## src/crf_pkg.sv

```systemverilog
// Package with register indices, widths, reset values and access types of the core register file.
package crf_pkg;

  // ----------------------------------------------------------------------
  // Register indices on the datapath port and on the bus
  // ----------------------------------------------------------------------
  localparam logic [3:0] IDX_DATA0 = 4'h0;
  localparam logic [3:0] IDX_DATA1 = 4'h1;
  localparam logic [3:0] IDX_DATA2 = 4'h2;
  localparam logic [3:0] IDX_DATA3 = 4'h3;
  localparam logic [3:0] IDX_ADDR0 = 4'h4;
  localparam logic [3:0] IDX_ADDR1 = 4'h5;
  localparam logic [3:0] IDX_FRAME = 4'h6;
  localparam logic [3:0] IDX_VTB = 4'h7;
  localparam logic [3:0] IDX_PC = 4'h8;
  localparam logic [3:0] IDX_USP = 4'h9;
  localparam logic [3:0] IDX_ISP = 4'ha;
  localparam logic [3:0] IDX_SB = 4'hb;
  localparam logic [3:0] IDX_FLAG = 4'hc;
  localparam int NUM_REGS = 13;

  // ----------------------------------------------------------------------
  // Widths, field positions and reset values
  // ----------------------------------------------------------------------
  localparam int WORD_W = 16;
  localparam int LONG_W = 20;
  localparam int BYTE_W = 8;
  localparam int STACK_SEL_BIT = 7;
  localparam int SW_INT_LIMIT = 32;
  localparam logic [19:0] RST_LONG = 20'h00000;
  localparam logic [15:0] RST_WORD = 16'h0000;
  localparam logic [15:0] RST_FLAG = 16'h0000;
  localparam logic [15:0] FLAG_MASK = 16'h07ff;
  localparam logic [31:0] WB_UNMAPPED = 32'h00000000;

  // ----------------------------------------------------------------------
  // Access kinds used by the datapath write port
  // ----------------------------------------------------------------------
  typedef enum logic [1:0] {
    CRF_ACC_WORD = 2'h0,
    CRF_ACC_LOW = 2'h1,
    CRF_ACC_HIGH = 2'h3,
    CRF_ACC_PAIR = 2'h2
  } crf_acc_t;

  // Selector of a joined 32-bit pair.
  typedef enum logic [1:0] {
    CRF_PAIR_DATA_LOW = 2'h0,
    CRF_PAIR_DATA_HIGH = 2'h1,
    CRF_PAIR_ADDR = 2'h3
  } crf_pair_t;

  // Datapath write request.
  typedef struct packed {
    logic we;
    crf_acc_t acc;
    logic [3:0] idx;
    crf_pair_t pair;
    logic [31:0] data;
  } crf_wr_t;

  // Datapath control events.
  typedef struct packed {
    logic hw_int_ack;
    logic sw_int_exec;
    logic [5:0] sw_int_num;
    logic push;
    logic pop;
  } crf_evt_t;

  // Wishbone bus slave state.
  typedef enum logic [1:0] {
    CRF_BUS_IDLE = 2'h0,
    CRF_BUS_ACK = 2'h1
  } crf_bus_t;

endpackage

```

## src/crf_core_regs.sv

```systemverilog
// Programmer-visible register set of a small 16-bit core with datapath and Wishbone ports.
`timescale 1ns/1ps
// Behaviour
// - Four 16-bit data registers for transfer, arithmetic and logic work.
// - Data zero and one split into high and low bytes written independently.
// - Data two with zero, data three with one form two 32-bit registers.
// - Two 16-bit address registers serve as bases and as operands.
// - Address registers join into one 32-bit register written at once.
// - A 16-bit frame base register is held.
// - A 20-bit vector table base register is held.
// - Separate 16-bit user and interrupt stack pointers are held.
// - A 16-bit static base register is held.
// - Low external reset initialises all core state.
// - Select bit zero picks interrupt pointer, one picks user pointer.
// - Hardware interrupt ack or software interrupt 0..31 clears select bit.
module crf_core_regs (
  input wire logic clk,
  input wire logic rst_n,
  input wire crf_pkg::crf_wr_t wr,
  input wire crf_pkg::crf_evt_t evt,
  input wire logic [19:0] pc_next,
  input wire logic pc_load,
  input wire logic [3:0] rd_idx,
  input wire crf_pkg::crf_pair_t rd_pair,
  input wire logic wb_cyc_i,
  input wire logic wb_stb_i,
  input wire logic wb_we_i,
  input wire logic [5:0] wb_adr_i,
  input wire logic [3:0] wb_sel_i,
  input wire logic [31:0] wb_dat_i,
  output logic [31:0] wb_dat_o,
  output logic wb_ack_o,
  output logic [19:0] rd_data,
  output logic [31:0] rd_pair_data,
  output logic [15:0] stack_ptr,
  output logic stack_sel,
  output logic [19:0] pc_out
);

  // ----------------------------------------------------------------------
  // Register storage
  // ----------------------------------------------------------------------
  logic [19:0] regs_ff [crf_pkg::NUM_REGS];
  logic [19:0] nxt_regs [crf_pkg::NUM_REGS];
  crf_pkg::crf_bus_t bus_ff;
  crf_pkg::crf_bus_t nxt_bus;
  logic [31:0] wb_dat_ff;
  logic [19:0] rd_data_ff;
  logic [31:0] rd_pair_ff;
  logic [15:0] sp_ff;
  logic sel_ff;
  logic ack_ff;

  // The one storage array holds every programmer-visible register of the core.
  // Entries 0..3 are the 16-bit data words.
  // Entries 4 and 5 are the 16-bit address words.
  // Entry 6 is the frame base and entry 11 the static base.
  // Entry 7 is the 20-bit vector table base, kept at full width.
  // Entries 9 and 10 are the user and interrupt stack pointers.

  // ----------------------------------------------------------------------
  // Bus decode
  // ----------------------------------------------------------------------
  wire logic [3:0] bus_idx = wb_adr_i[5:2];
  wire logic bus_hit = (bus_idx < 4'(crf_pkg::NUM_REGS));
  wire logic bus_req = wb_cyc_i && wb_stb_i && (bus_ff == crf_pkg::CRF_BUS_IDLE);
  wire logic bus_wr = bus_req && wb_we_i && bus_hit;
  wire logic [19:0] bus_cur = bus_hit ? regs_ff[bus_idx] : 20'h00000;
  // Byte lanes: lanes 0..2 cover the 20-bit word, lane 3 reads as zero.
  wire logic [19:0] bus_mask = {{4{wb_sel_i[2]}}, {8{wb_sel_i[1]}}, {8{wb_sel_i[0]}}};
  wire logic [19:0] bus_val = (bus_cur & ~bus_mask) | (wb_dat_i[19:0] & bus_mask);

  // Stack select bit and the active pointer.
  wire logic cur_sel = regs_ff[crf_pkg::IDX_FLAG][crf_pkg::STACK_SEL_BIT];
  wire logic [3:0] sp_idx = cur_sel ? crf_pkg::IDX_USP : crf_pkg::IDX_ISP;
  wire logic sw_low = evt.sw_int_exec && (evt.sw_int_num < 6'(crf_pkg::SW_INT_LIMIT));
  wire logic sel_clr = evt.hw_int_ack || sw_low;

  // Pair read: first-named register forms the upper half.
  wire logic [31:0] pair_rd =
    (rd_pair == crf_pkg::CRF_PAIR_DATA_LOW) ?
      {regs_ff[crf_pkg::IDX_DATA2][15:0], regs_ff[crf_pkg::IDX_DATA0][15:0]} :
    (rd_pair == crf_pkg::CRF_PAIR_DATA_HIGH) ?
      {regs_ff[crf_pkg::IDX_DATA3][15:0], regs_ff[crf_pkg::IDX_DATA1][15:0]} :
      {regs_ff[crf_pkg::IDX_ADDR1][15:0], regs_ff[crf_pkg::IDX_ADDR0][15:0]};

  // Pair write targets.
  wire logic [3:0] pair_hi =
    (wr.pair == crf_pkg::CRF_PAIR_DATA_LOW) ? crf_pkg::IDX_DATA2 :
    (wr.pair == crf_pkg::CRF_PAIR_DATA_HIGH) ? crf_pkg::IDX_DATA3 : crf_pkg::IDX_ADDR1;
  wire logic [3:0] pair_lo =
    (wr.pair == crf_pkg::CRF_PAIR_DATA_LOW) ? crf_pkg::IDX_DATA0 :
    (wr.pair == crf_pkg::CRF_PAIR_DATA_HIGH) ? crf_pkg::IDX_DATA1 : crf_pkg::IDX_ADDR0;
  wire logic pair_wr = wr.we && (wr.acc == crf_pkg::CRF_ACC_PAIR);
  wire logic byte_ok = (wr.idx == crf_pkg::IDX_DATA0) || (wr.idx == crf_pkg::IDX_DATA1);

  // ----------------------------------------------------------------------
  // Next value per register, one generate entry each
  // ----------------------------------------------------------------------
  for (genvar g = 0; g < crf_pkg::NUM_REGS; g++) begin : g_reg
    localparam logic [3:0] GI = 4'(g);
    localparam logic [19:0] WMASK = (GI == crf_pkg::IDX_VTB || GI == crf_pkg::IDX_PC) ?
      20'hfffff : ((GI == crf_pkg::IDX_FLAG) ? {4'h0, crf_pkg::FLAG_MASK} : 20'h0ffff);
    always_comb begin
      nxt_regs[g] = regs_ff[g];
      if (bus_wr && bus_idx == GI) begin
        nxt_regs[g] = bus_val & WMASK;
      end
      if (wr.we && wr.idx == GI && wr.acc == crf_pkg::CRF_ACC_WORD) begin
        nxt_regs[g] = wr.data[19:0] & WMASK;
      end
      if (wr.we && byte_ok && wr.idx == GI && wr.acc == crf_pkg::CRF_ACC_LOW) begin
        nxt_regs[g][7:0] = wr.data[7:0];
      end
      if (wr.we && byte_ok && wr.idx == GI && wr.acc == crf_pkg::CRF_ACC_HIGH) begin
        nxt_regs[g][15:8] = wr.data[7:0];
      end
      if (pair_wr && pair_hi == GI) begin
        nxt_regs[g] = {4'h0, wr.data[31:16]};
      end
      if (pair_wr && pair_lo == GI) begin
        nxt_regs[g] = {4'h0, wr.data[15:0]};
      end
      if (GI == crf_pkg::IDX_PC && pc_load) begin
        nxt_regs[g] = pc_next;
      end
      if (GI == sp_idx && evt.push) begin
        nxt_regs[g] = {4'h0, regs_ff[g][15:0] - 16'h0002};
      end
      if (GI == sp_idx && evt.pop && !evt.push) begin
        nxt_regs[g] = {4'h0, regs_ff[g][15:0] + 16'h0002};
      end
      if (GI == crf_pkg::IDX_FLAG && sel_clr) begin
        nxt_regs[g][crf_pkg::STACK_SEL_BIT] = 1'b0;
      end
    end
  end

  // ----------------------------------------------------------------------
  // Bus answer and read paths
  // ----------------------------------------------------------------------
  assign nxt_bus = bus_req ? crf_pkg::CRF_BUS_ACK : crf_pkg::CRF_BUS_IDLE;
  // Read data is loaded only when a request is taken, so it stands until the next one.
  wire logic [31:0] nxt_wb_dat = !bus_req ? wb_dat_ff :
                                 bus_hit ? {12'h000, bus_cur} : crf_pkg::WB_UNMAPPED;
  wire logic [19:0] nxt_rd_data = (rd_idx < 4'(crf_pkg::NUM_REGS)) ? regs_ff[rd_idx] : 20'h00000;
  wire logic nxt_sel = nxt_regs[crf_pkg::IDX_FLAG][crf_pkg::STACK_SEL_BIT];
  wire logic [15:0] nxt_sp = nxt_sel ? nxt_regs[crf_pkg::IDX_USP][15:0] :
                                       nxt_regs[crf_pkg::IDX_ISP][15:0];

  // Registers, all cleared by the asynchronous reset.
  always_ff @(posedge clk or negedge rst_n) begin
    if (!rst_n) begin
      for (int i = 0; i < crf_pkg::NUM_REGS; i++) begin
        regs_ff[i] <= crf_pkg::RST_LONG;
      end
    end else begin
      for (int i = 0; i < crf_pkg::NUM_REGS; i++) begin
        regs_ff[i] <= nxt_regs[i];
      end
    end
  end

  // Output flops.
  always_ff @(posedge clk or negedge rst_n) begin
    if (!rst_n) begin
      bus_ff <= crf_pkg::CRF_BUS_IDLE;
      wb_dat_ff <= 32'h00000000;
      rd_data_ff <= crf_pkg::RST_LONG;
      rd_pair_ff <= 32'h00000000;
      sp_ff <= crf_pkg::RST_WORD;
      sel_ff <= 1'b0;
      ack_ff <= 1'b0;
    end else begin
      bus_ff <= nxt_bus;
      ack_ff <= (nxt_bus == crf_pkg::CRF_BUS_ACK);
      wb_dat_ff <= nxt_wb_dat;
      rd_data_ff <= nxt_rd_data;
      rd_pair_ff <= pair_rd;
      sp_ff <= nxt_sp;
      sel_ff <= nxt_sel;
    end
  end

  assign wb_ack_o = ack_ff;
  assign wb_dat_o = wb_dat_ff;
  assign rd_data = rd_data_ff;
  assign rd_pair_data = rd_pair_ff;
  assign stack_ptr = sp_ff;
  assign stack_sel = sel_ff;
  assign pc_out = regs_ff[crf_pkg::IDX_PC];

  // ----------------------------------------------------------------------
  // Assertions
  // ----------------------------------------------------------------------
  property p_word_write;
    @(posedge clk) disable iff (!rst_n)
      (wr.we && wr.acc == crf_pkg::CRF_ACC_WORD && wr.idx == crf_pkg::IDX_DATA1 && !pc_load
       && !(bus_wr && bus_idx == crf_pkg::IDX_DATA1))
      |=> regs_ff[crf_pkg::IDX_DATA1][15:0] == $past(wr.data[15:0]);
  endproperty
  a_word_write: assert property (p_word_write) else $error("Word write lost.");

  property p_low_byte;
    @(posedge clk) disable iff (!rst_n)
      (wr.we && wr.acc == crf_pkg::CRF_ACC_LOW && wr.idx == crf_pkg::IDX_DATA0 && !bus_wr)
      |=> regs_ff[crf_pkg::IDX_DATA0][15:8] == $past(regs_ff[crf_pkg::IDX_DATA0][15:8]);
  endproperty
  a_low_byte: assert property (p_low_byte) else $error("Low byte write hit high byte.");

  property p_pair_write;
    @(posedge clk) disable iff (!rst_n)
      (pair_wr && wr.pair == crf_pkg::CRF_PAIR_ADDR && !bus_wr)
      |=> {regs_ff[crf_pkg::IDX_ADDR1][15:0], regs_ff[crf_pkg::IDX_ADDR0][15:0]}
          == $past(wr.data);
  endproperty
  a_pair_write: assert property (p_pair_write) else $error("Address pair split.");

  property p_data_pair;
    @(posedge clk) disable iff (!rst_n)
      (rd_pair == crf_pkg::CRF_PAIR_DATA_LOW)
      |=> rd_pair_data[31:16] == $past(regs_ff[crf_pkg::IDX_DATA2][15:0]);
  endproperty
  a_data_pair: assert property (p_data_pair) else $error("Pair upper half wrong.");

  property p_pc_load;
    @(posedge clk) disable iff (!rst_n) pc_load |=> pc_out == $past(pc_next);
  endproperty
  a_pc_load: assert property (p_pc_load) else $error("Program counter not loaded.");

  property p_sel_clear;
    @(posedge clk) disable iff (!rst_n) sel_clr |=> !stack_sel;
  endproperty
  a_sel_clear: assert property (p_sel_clear) else $error("Stack select not cleared.");

  property p_sp_pick;
    @(posedge clk) disable iff (!rst_n)
      ##1 stack_ptr == (stack_sel ? regs_ff[crf_pkg::IDX_USP][15:0]
                                  : regs_ff[crf_pkg::IDX_ISP][15:0]);
  endproperty
  a_sp_pick: assert property (p_sp_pick) else $error("Wrong stack pointer shown.");

  property p_wb_ack;
    @(posedge clk) disable iff (!rst_n) bus_req |=> wb_ack_o ##1 !wb_ack_o;
  endproperty
  a_wb_ack: assert property (p_wb_ack) else $error("Bus answer not one cycle.");

  property p_frame_hold;
    @(posedge clk) disable iff (!rst_n)
      !(wr.we && wr.idx == crf_pkg::IDX_FRAME) && !(bus_wr && bus_idx == crf_pkg::IDX_FRAME)
      |=> $stable(regs_ff[crf_pkg::IDX_FRAME]);
  endproperty
  a_frame_hold: assert property (p_frame_hold) else $error("Frame base changed.");

  // A high byte write leaves the low byte of data word one alone.
  property p_high_byte;
    @(posedge clk) disable iff (!rst_n)
      (wr.we && wr.acc == crf_pkg::CRF_ACC_HIGH && wr.idx == crf_pkg::IDX_DATA1 && !bus_wr)
      |=> regs_ff[crf_pkg::IDX_DATA1][7:0] == $past(regs_ff[crf_pkg::IDX_DATA1][7:0]);
  endproperty
  a_high_byte: assert property (p_high_byte) else $error("High byte write hit low byte.");

  // A high byte write lands in bits 15..8.
  property p_high_lands;
    @(posedge clk) disable iff (!rst_n)
      (wr.we && wr.acc == crf_pkg::CRF_ACC_HIGH && wr.idx == crf_pkg::IDX_DATA1 && !bus_wr)
      |=> regs_ff[crf_pkg::IDX_DATA1][15:8] == $past(wr.data[7:0]);
  endproperty
  a_high_lands: assert property (p_high_lands) else $error("High byte not written.");

  // The low data pair takes the whole 32-bit value at once.
  property p_pair_low;
    @(posedge clk) disable iff (!rst_n)
      (pair_wr && wr.pair == crf_pkg::CRF_PAIR_DATA_LOW && !bus_wr)
      |=> {regs_ff[crf_pkg::IDX_DATA2][15:0], regs_ff[crf_pkg::IDX_DATA0][15:0]}
          == $past(wr.data);
  endproperty
  a_pair_low: assert property (p_pair_low) else $error("Low data pair split.");

  // The high data pair takes the whole 32-bit value at once.
  property p_pair_high;
    @(posedge clk) disable iff (!rst_n)
      (pair_wr && wr.pair == crf_pkg::CRF_PAIR_DATA_HIGH && !bus_wr)
      |=> {regs_ff[crf_pkg::IDX_DATA3][15:0], regs_ff[crf_pkg::IDX_DATA1][15:0]}
          == $past(wr.data);
  endproperty
  a_pair_high: assert property (p_pair_high) else $error("High data pair split.");

  // The vector table base moves only when it is written.
  property p_vtb_hold;
    @(posedge clk) disable iff (!rst_n)
      !(wr.we && wr.idx == crf_pkg::IDX_VTB) && !(bus_wr && bus_idx == crf_pkg::IDX_VTB)
      |=> $stable(regs_ff[crf_pkg::IDX_VTB]);
  endproperty
  a_vtb_hold: assert property (p_vtb_hold) else $error("Vector base changed.");

  // The static base moves only when it is written.
  property p_sb_hold;
    @(posedge clk) disable iff (!rst_n)
      !(wr.we && wr.idx == crf_pkg::IDX_SB) && !(bus_wr && bus_idx == crf_pkg::IDX_SB)
      |=> $stable(regs_ff[crf_pkg::IDX_SB]);
  endproperty
  a_sb_hold: assert property (p_sb_hold) else $error("Static base changed.");

  // A push on the user pointer leaves the interrupt pointer alone.
  property p_isp_kept;
    @(posedge clk) disable iff (!rst_n)
      (evt.push && cur_sel && !(bus_wr && bus_idx == crf_pkg::IDX_ISP)
       && !(wr.we && wr.idx == crf_pkg::IDX_ISP))
      |=> $stable(regs_ff[crf_pkg::IDX_ISP]);
  endproperty
  a_isp_kept: assert property (p_isp_kept) else $error("Idle stack pointer moved.");

  // A push steps the chosen user pointer down by one word.
  property p_push_step;
    @(posedge clk) disable iff (!rst_n)
      (evt.push && cur_sel)
      |=> regs_ff[crf_pkg::IDX_USP][15:0] == $past(regs_ff[crf_pkg::IDX_USP][15:0]) - 16'h0002;
  endproperty
  a_push_step: assert property (p_push_step) else $error("Push missed user pointer.");

  // With the select bit set the user pointer is the one shown.
  property p_usp_pick;
    @(posedge clk) disable iff (!rst_n)
      stack_sel |-> stack_ptr == regs_ff[crf_pkg::IDX_USP][15:0];
  endproperty
  a_usp_pick: assert property (p_usp_pick) else $error("User pointer not shown.");

  // At the first edge after reset the program counter, bus answer, stack pointer and select still show their reset values.
  property p_reset_state;
    @(posedge clk)
      $rose(rst_n) |-> (pc_out == crf_pkg::RST_LONG && !wb_ack_o
                        && stack_ptr == crf_pkg::RST_WORD && !stack_sel);
  endproperty
  a_reset_state: assert property (p_reset_state) else $error("State not reset.");

  // No answer appears without a request on the cycle before.
  property p_ack_idle;
    @(posedge clk) disable iff (!rst_n)
      !(wb_cyc_i && wb_stb_i) |=> !wb_ack_o;
  endproperty
  a_ack_idle: assert property (p_ack_idle) else $error("Bus answer without request.");

  c_byte_write: cover property (@(posedge clk) disable iff (!rst_n)
    wr.we && wr.acc == crf_pkg::CRF_ACC_HIGH);
  c_pair_write: cover property (@(posedge clk) disable iff (!rst_n) pair_wr);
  c_irq_ack: cover property (@(posedge clk) disable iff (!rst_n) stack_sel ##1 sel_clr);
  c_bus_read: cover property (@(posedge clk) disable iff (!rst_n) bus_req && !wb_we_i);

endmodule // crf_core_regs

```

## config.mk

```make
export PLATFORM = sky130hd
export DESIGN_NAME = crf_core_regs
export DESIGN_NICKNAME = d
export VERILOG_FILES = /design/src/crf_pkg.sv /design/src/crf_core_regs.sv
export SDC_FILE = /design/constraint.sdc
export NUM_CORES = 1
export LEC_CHECK = 0
export BUFFER_PORTS_ARGS = -buffer_cell sky130_fd_sc_hd__clkbuf_2
export CORE_MARGIN = 2
export CORE_UTILIZATION = 35
export DETAILED_ROUTE_END_ITERATION = 12
export PLACE_DENSITY_LB_ADDON = 0.1
export SLEW_MARGIN = 20
export SYNTH_ARGS = -nofsm -noshare
export SYNTH_HDL_FRONTEND = slang
export SYNTH_SLANG_ARGS = --single-unit
```

## constraint.sdc

```tcl
create_clock -name clk -period 3.6 [get_ports clk]
set_input_delay 0.36 -clock clk [delete_from_list [all_inputs] [get_ports clk]]
set_output_delay 0.36 -clock clk [all_outputs]
set_load 0.005 [all_outputs]
```

# After elaboration in Yosys (flattened, before gate mapping)
# Cells that the tools add are included.
dict set report word_totals {
  register_bits 362
  word_cells 468
}
dict set report op_classes {
  add_sub_neg 26
  n_lt_le_gt_ge 5
  n_eq_ne 66
  mux 124
  bitwise 6
  n_reduce_logical 197
}
# op n
set op_table {}
lappend op_table {{$mux 20} 86}
lappend op_table {{$add 16x2->16 const B} 13}
lappend op_table {{$mux 8} 26}
lappend op_table {{$sub 16x2->16 const B} 13}
lappend op_table {{$bmux 20 s4} 2}
lappend op_table {{$logic_and 1x1->1} 150}
lappend op_table {{$reduce_bool 7->1} 21}
lappend op_table {{$reduce_bool 6->1} 12}
lappend op_table {{$mux 32} 2}
lappend op_table {{$and 20x20->20} 2}
lappend op_table {{$eq 3x4->1 const B} 10}
lappend op_table {{$eq 4x4->1 const B} 10}
lappend op_table {{$eq 4x3->1 const B} 8}
lappend op_table {{$eq 3x3->1 const B} 8}
lappend op_table {{$eq 4x4->1 const A} 5}
lappend op_table {{$logic_not 4->1} 5}
lappend op_table {{$not 20->20} 1}
lappend op_table {{$or 20x20->20} 1}
lappend op_table {{$eq 3x4->1 const A} 4}
lappend op_table {{$eq 4x2->1 const B} 4}
lappend op_table {{$mux 16} 1}
lappend op_table {{$reduce_bool 8->1} 2}
lappend op_table {{$eq 3x2->1 const B} 4}
lappend op_table {{$mux 3} 4}
lappend op_table {{other kinds (16)} 30}

# Logic depth before layout (Yosys ltp)
dict set report logic_depth {
  word_depth 16
  depth_mapped 11
}

# Worst setup path after synthesis
# OpenSTA, ideal clock, no wires.
dict set report synth_timing {
  path_kind {input to register}
  start {input port wb_adr_i[2]}
  end {register sp_ff[8] (netlist: stack_ptr[8])}
  setup_ns 0.125
  arrival_ns 2.460
  required_time_ns 3.475
  setup_slack_ns 1.014
  path_stages 9
  cell_sequence {buf_6 > buf_6 > buf_6 > mux4_2 > a221o_1 > a31oi_2 > nand3_1 > a31o_1 > mux2_4}
}
# element line
set synth_lines {}
lappend synth_lines {{from (decl)} crf_core_regs.sv:28} ;# input wire logic [5:0] wb_adr_i,
lappend synth_lines {{to (signal assigned)} crf_core_regs.sv:171} ;# sp_ff <= crf_pkg::RST_WORD;
lappend synth_lines {{to (signal assigned)} crf_core_regs.sv:180} ;# sp_ff <= nxt_sp;
lappend synth_lines {{to (decl)} crf_core_regs.sv:50} ;# logic [15:0] sp_ff;

==> summary.txt <==
Synth
  – EDFF count, synth: 0
  – Top cell type's share of synthesized area: 0.389
  – Dominant synthesized flop cell: dfrtp_1
  – Synth Register Bits: 305
  – Top post-synthesis cells by area: dfrtp_1 39%, mux4_2 12%, a21oi_1 6.3%
  – Async S/R FF share, synth: 1.00
  – Post-synthesis sequential area ratio: 0.389
  – Synth unique cells: around 90
  – Dominant cell type by area after synthesis: dfrtp_1
  – Most common cell in the synthesized netlist: dfrtp_1
  – Mapped Cells: 2176
  – Post-synthesis cell area: 19600 um^2
  – Synth cell count leaders: 305 x dfrtp_1, 286 x nand2_1, 246 x a21oi_1
  – Syn avg cell area: between 9 and 10 um^2
  – Yosys warnings: 0

Worst setup path
  – Reg2reg path depth: 8
  – Reg2reg end: stack_ptr[7]
  – Buf/Inv on CP: 1
  – Arrival @ worst endpoint: 3260 ps
  – CP Launch Type: flip-flop
  – Crit path from: regs_ff[187]
  – WP data required: around 4100 ps
  – Crit-path cells: mux4_2 > mux4_2 > a22oi_4 > buf_4 > nand2_1 > o21ai_0 > o21ai_0 > mux2_4
  – R2R setup slack: between 800 and 900 ps
  – CP peak stage delay: slightly above 600 ps
  – Critical Path Fanout Max: 12
  – Largest delay share family, worst path: multiplexers
  – Worst Path Class, Setup: reg -> reg
  – R2R Path Start: regs_ff[187]
  – Worst path slowest cell: mux4_2
  – CP endpoint kind: flip-flop

Floorplanning
  – # IOs: around 250
  – Starting Density: 0.355
  – Die Y-Extent: approximately 240 um
  – Die Wd: 241 um
  – Core Region: 55300 um^2
  – Die area: 58000 um^2
  – Row count: 86

Worst hold path
  – Min-Delay Startpoint: pc_next[13]
  – WHS Path Cells: 2
  – Hold Path Class: in -> reg
  – Min-Delay Endpoint: pc_out[13]

CTS
  – CTS tree: built
  – Clock transition at path regs: 60 ps
  – H-tree depth: 2
  – Post_cts resized: 0
  – Clock buffer depth: 3
  – Post-CTS Setup Bufs: 0
  – Clk sink count: approximately 310
  – TritonCTS buffer count: 39
  – Clock Latency Late Sink: 580 ps
  – Root buffer cell: clkbuf_16

Layout
  – Fill cell count: 5597
  – Final nets: approximately 2500
  – Non-filler cells in the finished layout: 3107
  – Area grow syn2layout: 17.5%
  – Share of cells above drive strength 1: 0.244
  – Utilization after layout: 0.417

Status
  – Status: completed

Global route
  – GRT overflow: 0
  – Pin count of the biggest net entering global routing: 94
  – Tot GR Track Use: 0.293
  – First-pass GRT wire length: 123000 um
  – Initial antenna violation count: 7
  – Vias in the first global route: about 18000

Placement
  – Hpwl dp: 63500 um
  – GPL Wtd Cong: 0.922
  – Placed insts: around 3000
  – DP Worst Slack: between 300 and 400 ps
  – Port Buf Inserts: 214

Power and ir drop
  – Power Density: approximately 580 nW/um^2
  – Max IR drop VDD: 0.316 mV
  – Lkg Pwr: 9.76 nW

Timing
  – Final worst-path cycle share: 0.777
  – Final slew viol count: 0
  – Worst slew margin: 0.377
  – Worst Max-Slew Pin Slew: 934 ps
  – Final setup fails: 0
  – Worst Skew: 16.0 ps
  – Min Tclk post-route: 2800 ps
  – Setup TNS: 0 ps
  – Setup ws final: 802 ps
  – Fin. Hold Viols: 0
  – Fmax: approximately 360 MHz
  – RSZ-0062 raised after global routing: no

Flow run
  – Max-Cap Viols: 0

Detailed routing
  – Antenna-violating nets left: 0
  – Routed wire length: 84600 um
  – Avg WL per Cell: 27.2 um
  – Drt drc: 0
  – First-pass iteration count of the detailed router: 6
  – Vias per cell: 5.90
  – Iteration-0 DRC Markers: 1731
  – Vias post-DR: 18300
per-layer routing:
metal,part of all wire,wire (um),track usage,vias to the layer above
met2,0.47,40100,0.482,731
met1,0.42,35600,0.388,9194
met3,0.070,5950,0.0524,151
li1,-,-,-,8250
met4,0.035,2930,0.103,2
met5,0.00015,13,0,-
kinds of logic after synthesis:
kind of cell,Yosys count,synth area share
other,1,0.000191
flip-flops,305,0.389
AND/OR/NAND/NOR,645,0.145
buffers and inverters,271,0.0614
adder cells (fa/ha/maj),4,0.00255
multiplexers,185,0.163
AO/OA/AOI/OAI,743,0.229
XOR/XNOR,22,0.00981
worst register-to-register path: stages, from the launching register on:
cell	delay, ps
dfrtp_1	430
mux4_2	510
mux4_2	610
a22oi_4	280
buf_4	270
nand2_1	70
o21ai_0	70
o21ai_0	150
mux2_4	290
timing repair:
action / in CTS / in global routing
hold buffers: 1 / 0
hold endpoints to repair: 66 / 0
setup endpoints to repair: 0 / 0
report_power, final:
| group | switching, mW | leakage, nW | internal, mW |
|---|---|---|---|
| Combinational | 2.07 | 5.34 | 1.82 |
| Sequential | 0.966 | 3.76 | 4.26 |
| Clock | 1.68 | 0.658 | 2.49 |
metrics by stage:
stage / total power, mW / hold slack (ps) / instance area [um^2]
floorplan: 7.36 / 64.4 / 19700
CTS: 13.4 / 14.1 / 23100
detailed placement: 9.13 / 384 / 21700
global placement: 9.06 / 391 / 21700
global route: 13.9 / 24.4 / 23100
finish: 13.3 / 32.7 / 23100
state kept, by name (all words and copies together), names as in the netlist:
signal and cells:
rd_data 20, regs_ff 195, wb_dat_o 20, rd_pair_data 32, wb_ack_o 1, stack_sel 1
pc_out 20, stack_ptr 16
final cells by class:
cell class | count | area [um^2] | share of cell area
Clock buffer | 53 | 1090 | 0.0472
Clock inverter | 19 | 241 | 0.0105
Tap cell | 748 | 936 | 0.0406
Sequential cell | 305 | 7630 | 0.331
Inverter | 27 | 101 | 0.00439
Multi-Input combinational cell | 1611 | 10900 | 0.472
Antenna cell | 1 | 2.50 | 0.000108
Timing Repair Buffer | 343 | 2170 | 0.0941
layout by cell type (no fill, tap or decap), types with 23 or more instances in the layout:
master,synthesis,final
nand3_1,40,40
mux2i_1,53,53
a221oi_1,23,23
nor3_1,26,23
mux4_2,102,102
nand2_1,286,286
buf_4,33,121
o21ai_0,245,245
inv_1,24,24
clkbuf_16,0,40
nor2_1,187,185
a21oi_1,246,246
a211oi_1,52,52
clkbuf_2,0,211
dfrtp_1,305,305
worst max path at each step:
stage	end	slack (ps)	cells past startpoint
final	stack_ptr[7]	800	8
after global routing	stack_ptr[7]	660	8
after CTS	stack_ptr[7]	810	8
after detailed placement	stack_ptr[15]	360	9
after global placement	stack_ptr[15]	390	9
after floorplan	stack_ptr[8]	1010	9
Power figures use the tool's default switching activity.
